[config.mk]
export PLATFORM = sky130hd
export DESIGN_NAME = sld_lcd_ctrl
export DESIGN_NICKNAME = d
export VERILOG_FILES = /design/src/rtl/sld_lcd_ctrl.v
export VERILOG_INCLUDE_DIRS = /design/src /design/src/rtl
export SDC_FILE = /design/constraint.sdc
export NUM_CORES = 1
export LEC_CHECK = 0
export BUFFER_PORTS_ARGS = -buffer_cell sky130_fd_sc_hd__buf_2
export CORE_MARGIN = 3
export CORE_UTILIZATION = 55
export CTS_CLUSTER_SIZE = 28
export DETAILED_ROUTE_END_ITERATION = 7
export GPL_ROUTABILITY_DRIVEN = 0
export PLACE_DENSITY_LB_ADDON = 0.3
export REMOVE_ABC_BUFFERS = 1
export SYNTH_ARGS = -nofsm -noshare
export SYNTH_HDL_FRONTEND = slang
export SYNTH_SLANG_ARGS = --single-unit
[constraint.sdc]
create_clock -name mclk -period 3.5 [get_ports mclk]
set_clock_uncertainty 0.1 [all_clocks]
set_input_delay 0.35 -clock mclk [delete_from_list [all_inputs] [get_ports mclk]]
set_output_delay 0.35 -clock mclk [all_outputs]
set_load 0.01 [all_outputs]
[src/rtl/sld_defs.vh]
// sld_defs.vh: register offsets, field positions, reset values and codes
// of the segment lcd driver control block; definitions only.
`ifndef SLD_DEFS_VH
`define SLD_DEFS_VH
`define SLD_OFS_CLOCK 8'h00
`define SLD_OFS_CONTROL 8'h04
`define SLD_OFS_TIMING1 8'h08
`define SLD_OFS_TIMING2 8'h0c
`define SLD_OFS_POWER 8'h10
`define SLD_OFS_DISPLAY 8'h14
`define SLD_OFS_IRQ_FLAG 8'h18
`define SLD_OFS_IRQ_ENABLE 8'h1c
`define SLD_OFS_STATUS 8'h20
// power register fields
`define SLD_PWR_EXT 0
`define SLD_PWR_REG 1
`define SLD_PWR_BST 2
`define SLD_PWR_BIAS 3
`define SLD_PWR_REF 4
`define SLD_PWR_HEAVY_LOAD_PROTECT 5
`define SLD_PWR_LC_LO 8
`define SLD_PWR_LC_HI 12
// control register fields
`define SLD_CTL_MOD 0
`define SLD_CTL_DIS 1
// timing1 fields
`define SLD_TIM1_DUTY_LO 0
`define SLD_TIM1_DUTY_HI 2
`define SLD_TIM1_FRM_LO 8
`define SLD_TIM1_FRM_HI 11
// timing2 fields
`define SLD_TIM2_NL_LO 0
`define SLD_TIM2_NL_HI 2
`define SLD_TIM2_BC_LO 8
`define SLD_TIM2_BC_HI 9
// display fields
`define SLD_DSP_ST_LO 0
`define SLD_DSP_ST_HI 1
`define SLD_DSP_INVN 4
`define SLD_DSP_AREA 8
`define SLD_DSP_COMO 9
`define SLD_DSP_SEGO 10
// clock fields
`define SLD_CLK_SRC_LO 0
`define SLD_CLK_SRC_HI 1
`define SLD_CLK_DIV_LO 4
`define SLD_CLK_DIV_HI 6
// display states
`define SLD_ST_OFF 2'h0
`define SLD_ST_NORMAL 2'h1
`define SLD_ST_ALLON 2'h2
`define SLD_ST_ALLOFF 2'h3
// reset values
`define SLD_RST_POWER 13'h0000
`define SLD_RST_DISPLAY 11'h010
// cycles of mclk per lcd clock tick (about 32 kHz from 250 MHz)
`define SLD_LCD_TICK_DIV 13'h1e85
`endif

[src/rtl/sld_lcd_ctrl.v]
// sld_lcd_ctrl.v: power, display state and pin-role control of a segment lcd
// driver, with an AHB-Lite register slave. Assumes one single-word master,
// a panel-side analog block taking the decoded controls, and a frame counter.
// Operation
// RULE1: ext select 0, regulator and booster on: generate all four voltages internally.
// RULE2: ext select 1, both off: regulator and booster off, all voltages external.
// RULE3: ext select 1, regulator off, booster on: one external voltage, rest boosted.
// RULE4: bias select 0 gives 1/3 bias, 1 gives 1/4 bias.
// RULE5: reference select picks first or second drive voltage as boost reference.
// RULE6: heavy-load bit 1 puts the regulator into heavy load protection.
// RULE7: two-bit booster clock field picks one of four booster clocks.
// RULE8: five-bit contrast field sets one of 32 regulator levels.
// RULE9: contrast has no effect in either external voltage mode.
// RULE10: software initializes ports, clock, control, timing, power, display, RAM, interrupt.
// RULE11: writing 1 clears frame flag; enable bit 1 enables the interrupt.
// RULE12: module enable bit 1 enables the block's operating clock.
// RULE13: discharge enable bit 1 lets pins discharge when display is off.
// RULE14: two-bit state field: all off static, all on, normal, display off.
// RULE15: display off with discharge: stop drive supply, all pins to ground.
// RULE16: all on/off override waveform, RAM untouched; commons dynamic or static.
// RULE17: software removes external supply, toggles ext select 0 then 1 before off.
// RULE18: inversion bit 0 inverts the image, 1 shows it normally.
// RULE19: inversion has no effect in the all-off state.
// RULE20: three-bit duty: 0x7 is 1/8 down to 0x0 static, commons 0..code active.
// RULE21: shared pins are commons 4-7 for 1/5 and above, segments 0-3 otherwise.
// RULE22: unused commons output an off waveform.
// RULE23: frame count field holds 0 to 15, duty field 0 to 7.
// RULE24: state codes 0x2 all on, 0x1 normal, 0x0 display off.
// RULE25: frame flag set once per frame, stays until software clears it.
//
// The AHB-Lite slave port and the register addresses were decided locally.
`timescale 1ns/1ps
`include "sld_defs.vh"
module sld_lcd_ctrl (
  input wire mclk,
  input wire resetn,
  input wire hsel,
  input wire [7:0] haddr,
  input wire [1:0] htrans,
  input wire hwrite,
  input wire [2:0] hsize,
  input wire hready,
  input wire [31:0] hwdata,
  output reg [31:0] hrdata,
  output wire hreadyout,
  output wire hresp,
  input wire frameTick,
  output reg lcdClkEn,
  output reg lcdTick,
  output reg regulatorOn,
  output reg boosterOn,
  output reg [3:0] extVoltageMask,
  output reg biasQuarter,
  output reg boostRefSecond,
  output reg heavyLoadOn,
  output reg [1:0] boosterClkSel,
  output reg [4:0] contrastOut,
  output reg contrastActive,
  output reg driveSupplyOn,
  output reg pinsGrounded,
  output reg waveAllOn,
  output reg waveAllOff,
  output reg commonStatic,
  output reg waveInvert,
  output reg [2:0] dutyOut,
  output reg [7:0] comActive,
  output reg [3:0] sharedIsSeg,
  output reg [3:0] frameDivOut,
  output reg [2:0] invLineOut,
  output reg areaSel,
  output reg comOrder,
  output reg segOrder,
  output reg [1:0] clkSrcOut,
  output reg [2:0] clkDivOut,
  output reg frameIrq
);
  localparam [1:0] HTRANS_NONSEQ = 2'h2;
  reg [1:0] clkSel_r;
  reg [2:0] clkDiv_r;
  reg moduleEn_r;
  reg dischargeEn_r;
  reg [2:0] duty_r;
  reg [3:0] frameDiv_r;
  reg [2:0] invLine_r;
  reg [1:0] bstClk_r;
  reg [12:0] power_r;
  reg [10:0] display_r;
  reg frameFlag_r;
  reg frameIe_r;
  reg wrPend_r;
  reg [7:0] wrAddr_r;
  reg [12:0] tickCnt_r;
  reg [12:0] tickCnt_nxt;
  reg frameFlag_nxt;
  reg [31:0] readWord;
  wire [1:0] state;
  wire extSel;
  wire regEn;
  wire booster_enable;
  wire internalMode;
  wire ext1Mode;
  wire ext2Mode;
  wire addrPhase;
  wire wrHit;
  wire readReq;
  wire tickWrap;
  wire flagClear;
  wire groundReq;
  integer i;

  assign hreadyout = 1'b1;
  assign hresp = 1'b0;
  assign addrPhase = hsel && hready && (htrans == HTRANS_NONSEQ);
  assign wrHit = wrPend_r;
  // hsize is not checked: every register is one aligned word
  assign readReq = addrPhase && !hwrite;
  assign state = display_r[`SLD_DSP_ST_HI:`SLD_DSP_ST_LO]; // RULE14
  assign extSel = power_r[`SLD_PWR_EXT];
  assign regEn = power_r[`SLD_PWR_REG];
  assign booster_enable = power_r[`SLD_PWR_BST];
  assign internalMode = !extSel && regEn && booster_enable; // RULE1
  assign ext1Mode = extSel && !regEn && !booster_enable; // RULE2
  assign ext2Mode = extSel && !regEn && booster_enable; // RULE3
  assign tickWrap = (tickCnt_r == `SLD_LCD_TICK_DIV - 13'h0001);
  assign flagClear = wrHit && (wrAddr_r == `SLD_OFS_IRQ_FLAG) && hwdata[0]; // RULE11
  // display off with discharge grounds every pin, so the drive supply must drop too
  assign groundReq = (state == `SLD_ST_OFF) && dischargeEn_r; // RULE15

  // write data arrives one cycle after the address phase
  always @(posedge mclk)
  begin
    if (!resetn)
    begin
      wrPend_r <= 1'b0;
      wrAddr_r <= 8'h00;
    end
    else
    begin
      wrPend_r <= addrPhase && hwrite;
      wrAddr_r <= haddr;
    end
  end

  always @*
  begin
    frameFlag_nxt = frameFlag_r;
    if (flagClear)
    begin
      frameFlag_nxt = 1'b0; // RULE11
    end
    // a frame in the clearing cycle wins over the clear
    if (frameTick && moduleEn_r)
    begin
      frameFlag_nxt = 1'b1; // RULE25
    end
  end

  always @(posedge mclk)
  begin
    if (!resetn)
    begin
      clkSel_r <= 2'h0;
      clkDiv_r <= 3'h0;
      moduleEn_r <= 1'b0;
      dischargeEn_r <= 1'b0;
      duty_r <= 3'h0;
      frameDiv_r <= 4'h0;
      invLine_r <= 3'h0;
      bstClk_r <= 2'h0;
      power_r <= `SLD_RST_POWER;
      display_r <= `SLD_RST_DISPLAY;
      frameFlag_r <= 1'b0;
      frameIe_r <= 1'b0;
    end
    else
    begin
      frameFlag_r <= frameFlag_nxt;
      if (wrHit)
      begin
        if (wrAddr_r == `SLD_OFS_CLOCK)
        begin
          clkSel_r <= hwdata[`SLD_CLK_SRC_HI:`SLD_CLK_SRC_LO];
          clkDiv_r <= hwdata[`SLD_CLK_DIV_HI:`SLD_CLK_DIV_LO];
        end
        else if (wrAddr_r == `SLD_OFS_CONTROL)
        begin
          moduleEn_r <= hwdata[`SLD_CTL_MOD]; // RULE12
          dischargeEn_r <= hwdata[`SLD_CTL_DIS]; // RULE13
        end
        else if (wrAddr_r == `SLD_OFS_TIMING1)
        begin
          duty_r <= hwdata[`SLD_TIM1_DUTY_HI:`SLD_TIM1_DUTY_LO]; // RULE23
          frameDiv_r <= hwdata[`SLD_TIM1_FRM_HI:`SLD_TIM1_FRM_LO]; // RULE23
        end
        else if (wrAddr_r == `SLD_OFS_TIMING2)
        begin
          invLine_r <= hwdata[`SLD_TIM2_NL_HI:`SLD_TIM2_NL_LO];
          bstClk_r <= hwdata[`SLD_TIM2_BC_HI:`SLD_TIM2_BC_LO]; // RULE7
        end
        else if (wrAddr_r == `SLD_OFS_POWER)
        begin
          power_r <= {hwdata[12:8], 2'h0, hwdata[5:0]};
        end
        else if (wrAddr_r == `SLD_OFS_DISPLAY)
        begin
          display_r <= {hwdata[10:8], 3'h0, hwdata[4], 2'h0, hwdata[1:0]};
        end
        else if (wrAddr_r == `SLD_OFS_IRQ_ENABLE)
        begin
          frameIe_r <= hwdata[0]; // RULE11
        end
      end
    end
  end

  // read word decoded during the address phase; unmapped offsets read as zero
  always @*
  begin
    readWord = 32'h00000000;
    if (haddr == `SLD_OFS_CLOCK)
    begin
      readWord = {25'h0, clkDiv_r, 2'h0, clkSel_r};
    end
    else if (haddr == `SLD_OFS_CONTROL)
    begin
      readWord = {30'h0, dischargeEn_r, moduleEn_r};
    end
    else if (haddr == `SLD_OFS_TIMING1)
    begin
      readWord = {20'h0, frameDiv_r, 5'h0, duty_r};
    end
    else if (haddr == `SLD_OFS_TIMING2)
    begin
      readWord = {22'h0, bstClk_r, 5'h0, invLine_r};
    end
    else if (haddr == `SLD_OFS_POWER)
    begin
      readWord = {19'h0, power_r};
    end
    else if (haddr == `SLD_OFS_DISPLAY)
    begin
      readWord = {21'h0, display_r};
    end
    else if (haddr == `SLD_OFS_IRQ_FLAG)
    begin
      readWord = {31'h0, frameFlag_r};
    end
    else if (haddr == `SLD_OFS_IRQ_ENABLE)
    begin
      readWord = {31'h0, frameIe_r};
    end
    else if (haddr == `SLD_OFS_STATUS)
    begin
      readWord = {26'h0, pinsGrounded, driveSupplyOn, contrastActive, ext2Mode, ext1Mode, internalMode};
    end
  end

  // registered so hrdata is a flop output and stands for the whole data phase
  always @(posedge mclk)
  begin
    if (!resetn)
    begin
      hrdata <= 32'h00000000;
    end
    else if (readReq)
    begin
      hrdata <= readWord;
    end
  end

  // lcd clock tick: divider from mclk, gated by the module enable
  // the counter idles at zero while disabled, so the first tick lands a full period after enable
  always @*
  begin
    tickCnt_nxt = tickCnt_r + 13'h0001;
    if (!moduleEn_r || tickWrap)
    begin
      tickCnt_nxt = 13'h0000;
    end
  end

  always @(posedge mclk)
  begin
    if (!resetn)
    begin
      tickCnt_r <= 13'h0000;
      lcdTick <= 1'b0;
    end
    else
    begin
      tickCnt_r <= tickCnt_nxt;
      lcdTick <= moduleEn_r && tickWrap; // RULE12
    end
  end

  // decoded analog and waveform controls, all registered
  always @(posedge mclk)
  begin
    if (!resetn)
    begin
      lcdClkEn <= 1'b0;
      regulatorOn <= 1'b0;
      boosterOn <= 1'b0;
      extVoltageMask <= 4'h0;
      biasQuarter <= 1'b0;
      boostRefSecond <= 1'b0;
      heavyLoadOn <= 1'b0;
      boosterClkSel <= 2'h0;
      contrastOut <= 5'h00;
      contrastActive <= 1'b0;
      driveSupplyOn <= 1'b0;
      pinsGrounded <= 1'b0;
      waveAllOn <= 1'b0;
      waveAllOff <= 1'b0;
      commonStatic <= 1'b0;
      waveInvert <= 1'b0;
      dutyOut <= 3'h0;
      comActive <= 8'h00;
      sharedIsSeg <= 4'h0;
      frameDivOut <= 4'h0;
      invLineOut <= 3'h0;
      areaSel <= 1'b0;
      comOrder <= 1'b0;
      segOrder <= 1'b0;
      clkSrcOut <= 2'h0;
      clkDivOut <= 3'h0;
      frameIrq <= 1'b0;
    end
    else
    begin
      lcdClkEn <= moduleEn_r; // RULE12
      regulatorOn <= internalMode; // RULE1
      boosterOn <= internalMode || ext2Mode; // RULE3
      // mixed enable codes fall back to no generator and no external rail
      if (ext1Mode)
      begin
        extVoltageMask <= 4'hf; // RULE2
      end
      else if (ext2Mode)
      begin
        extVoltageMask <= 4'h1; // RULE3
      end
      else
      begin
        extVoltageMask <= 4'h0;
      end
      biasQuarter <= power_r[`SLD_PWR_BIAS]; // RULE4
      boostRefSecond <= power_r[`SLD_PWR_REF]; // RULE5
      heavyLoadOn <= internalMode && power_r[`SLD_PWR_HEAVY_LOAD_PROTECT]; // RULE6
      boosterClkSel <= bstClk_r; // RULE7
      contrastOut <= power_r[`SLD_PWR_LC_HI:`SLD_PWR_LC_LO]; // RULE8
      contrastActive <= internalMode; // RULE9
      driveSupplyOn <= moduleEn_r && !groundReq; // RULE15
      pinsGrounded <= groundReq; // RULE15
      waveAllOn <= (state == `SLD_ST_ALLON); // RULE16 RULE14 RULE24
      waveAllOff <= (state == `SLD_ST_ALLOFF); // RULE16
      commonStatic <= (state == `SLD_ST_ALLOFF); // RULE16
      waveInvert <= !display_r[`SLD_DSP_INVN] && (state != `SLD_ST_ALLOFF); // RULE18 RULE19
      dutyOut <= duty_r;
      // commons beyond the duty stay inactive so their segments see an off waveform
      for (i = 0; i < 8; i = i + 1)
      begin
        comActive[i] <= (i <= duty_r); // RULE20 RULE22
      end
      sharedIsSeg <= (duty_r <= 3'h3) ? 4'hf : 4'h0; // RULE21
      frameDivOut <= frameDiv_r;
      invLineOut <= invLine_r;
      areaSel <= display_r[`SLD_DSP_AREA];
      comOrder <= display_r[`SLD_DSP_COMO];
      segOrder <= display_r[`SLD_DSP_SEGO];
      clkSrcOut <= clkSel_r;
      clkDivOut <= clkDiv_r;
      frameIrq <= frameFlag_r && frameIe_r; // RULE11
    end
  end
endmodule

==> impl_metrics.yaml <==
status:
  status: "finished, final reports clean"
die:
  initial_core_util: 0.582
  die_w_um: 97.8
  die_area_sq_um: 9570
  coreArea_sq_um: 7970
  die_h_um: 97.8
  boundaryPins: 141
  row_count: 32
route:
  met1_length_um: 4330
  first_iter_violations: 165
  wl_um: 10200
  vias_per_cell: 5.25
  dr_wl_met2_um: 4900
  dr.max_layer_used: "met4"
  avgRoutedWirePerCell_um: 14.7
  drc_errors: 0
  dr.pass1.iters: 5
  detail-route-antenna-nets: 0
  wl_met3_um: 848
  vias: 3656
synth:
  syn_avg_cell_area_sq_um: 9.58
  synthFlopType: "dfxtp_1"
  synth_area_leader_cell: "dfxtp_1"
  synthCells: 484
  synth_most_common_cell: "dfxtp_1"
  syn_area_sq_um: 4640
  yosysTopAreaCellShare: 0.522
  synthArstFlopShare: 0
  seq_area_frac_synth: 0.522
  synth_edf_count: 0
  synth-seq-cells: 121
  ys_types: 58
  synth_area_leaders: "dfxtp_1 52%, mux2i_1 5.6%, buf_4 4.7%"
  yosys-top-cells-count: "121 x dfxtp_1, 50 x nor2_1, 41 x nand2_1"
  synth_warnings: 0
hold_path:
  hold_path_class: "in -> reg"
clock_tree:
  cts_tree: "built"
  insertion_delay_ns: 0.50
  cts.path.max_buffers: 2
  cts_made_buffers: 17
  cts.htree.levels: 4
  cts.sinks: 121
  clockRootBuffer: "clkbuf_8"
  clk_pin_slew_ns: 0.05
  cts-resized-gates: 0
sta:
  slew_headroom: 0.579
  timing.setup.tns_ns: 0
  hold_viol_final: 0
  worst_pin_slew_ns: 0.631
  setup_ws_ns: 1.34
  min_period_ns: 2.16
  max_freq_mhz: 462
  rsz0062_at_grt: "no"
  setup_violations: 0
  holdWs_ns: 0.0222
  maxSlewViolCount: 0
  period_share: 0.618
placement:
  numPortBuffers: 95
  post-place-cells: 654
  hpwl_um: 6900
  dp_slack_ns: 1.35
setup_path:
  rrSetupSlack_ns: 1.36
  cp.arrival_ns: 2.48
  crit_path_start_kind: "primary input"
  worstSetupEndpointType: "flop"
  crit_fanout: 5
  worst_ep_required_time_ns: 3.82
  crit_type: "in -> reg"
global_routing:
  grt_max_degree: 55
  track_usage: 0.215
  grt_pass1_vias: 3412
  grt_remaining_overflow: 0
  antenna_found_initial: 0
  grt_pass1_wl_um: 16700
layout:
  insertedDiodeCount: 0
  syn_to_final_growth_pct: 22.6
  finish.utilization: 0.713
  final-instance-count-excl-fill: 696
  nets: 634
  drive_above_1_share: 0.236
  fill_cells: 607
power:
  p_leak_nw: 2.66
  powerDensity_nw_per_um2: 546
  peakVddDrop_mv: 0.319
flow_run:
  max_cap_viol_count: 0
## final timing paths
path / cells past startpoint / startpoint / to
worst max-delay path: 6 / haddr[6] / hrdata[2]
worst min-delay path: 2 / haddr[7] / wrAddr_r[7]
worst min register to register: 2 / hrdata[6] / hrdata[6]
worst max register to register: 6 / wrAddr_r[0] / duty_r[2]
## per-stage QoR
stage               power [mW]  area [sq um]
global route              3.18          5680
finish                    3.10          5680
CTS                       3.12          5680
floorplan                 1.46          4390
global placement          1.52          5040
detailed placement        1.52          5040
## final cells by class
cell class	count	area, sq um	share of cell area
flip-flops and latches	121	2420	0.426
clock buffers	23	447	0.0786
repair buffers	111	621	0.109
inverters	9	33.8	0.00594
multi-input cells	321	1930	0.340
well taps	102	128	0.0225
clock inverters	9	98.8	0.0174
## repair_timing
action                                 4_1_cts  5_1_grt
hold buffers                                10        0
endpoints found under the hold margin       12        0
setup buffers                                0        0
## per-layer routing
| metal | global-route usage | up-vias |
|---|---|---|
| li1 | - | 1788 |
| met3 | 0.0586 | 14 |
| met2 | 0.359 | 167 |
| met4 | 0.0724 | 0 |
| met1 | 0.269 | 1687 |
| met5 | 0 | - |
## power breakdown
group	internal [mW]	switching [mW]	total (mW)
clock	1.02	0.572	1.60
sequential	1.39	0.00472	1.39
combinational	0.0390	0.0746	0.114
total	2.45	0.652	3.10
## cells in the final DEF (no fill, tap or decap), drive strengths merged, types with 7 or more instances in the layout
cell type,n
a21oi,25
and2,34
and3,9
buf,101
clkbuf,23
clkinv,7
conb,22
dfxtp,121
dlygate4sd3,10
inv,9
mux2i,26
nand2,41
nand3,27
nor2,51
o21ai,7
xor2,7
## logic make-up (layout without fill, tap and decap cells)
logic type,count (synthesis),after routing,share of synthesized area
AO/OA/AOI/OAI,56,56,0.0793
XOR/XNOR,11,11,0.0208
adder cells (fa/ha/maj),2,2,0.00540
buffers and inverters,62,152,0.0777
flip-flops,121,121,0.522
multiplexers,29,29,0.0658
other,2,22,0.00162
AND/OR/NAND/NOR,201,201,0.227
## registers in the layout (all words and copies together), names as in the netlist, 3 cells and up
register	count
tickCnt_r	13
hrdata	12
power_r	11
comActive	8
wrAddr_r	8
display_r	6
contrastOut	5
frameDivOut	4
frameDiv_r	4
clkDivOut	3
clkDiv_r	3
dutyOut	3
duty_r	3
invLineOut	3
invLine_r	3
## worst max-delay path: stages
cell	delay (ns)
dlygate4sd3_1	0.53
buf_2	0.14
or4_4	0.55
a2111oi_0	0.55
nand2_1	0.10
a311oi_1	0.26
Note: power is estimated with default switching activity, not from simulation.
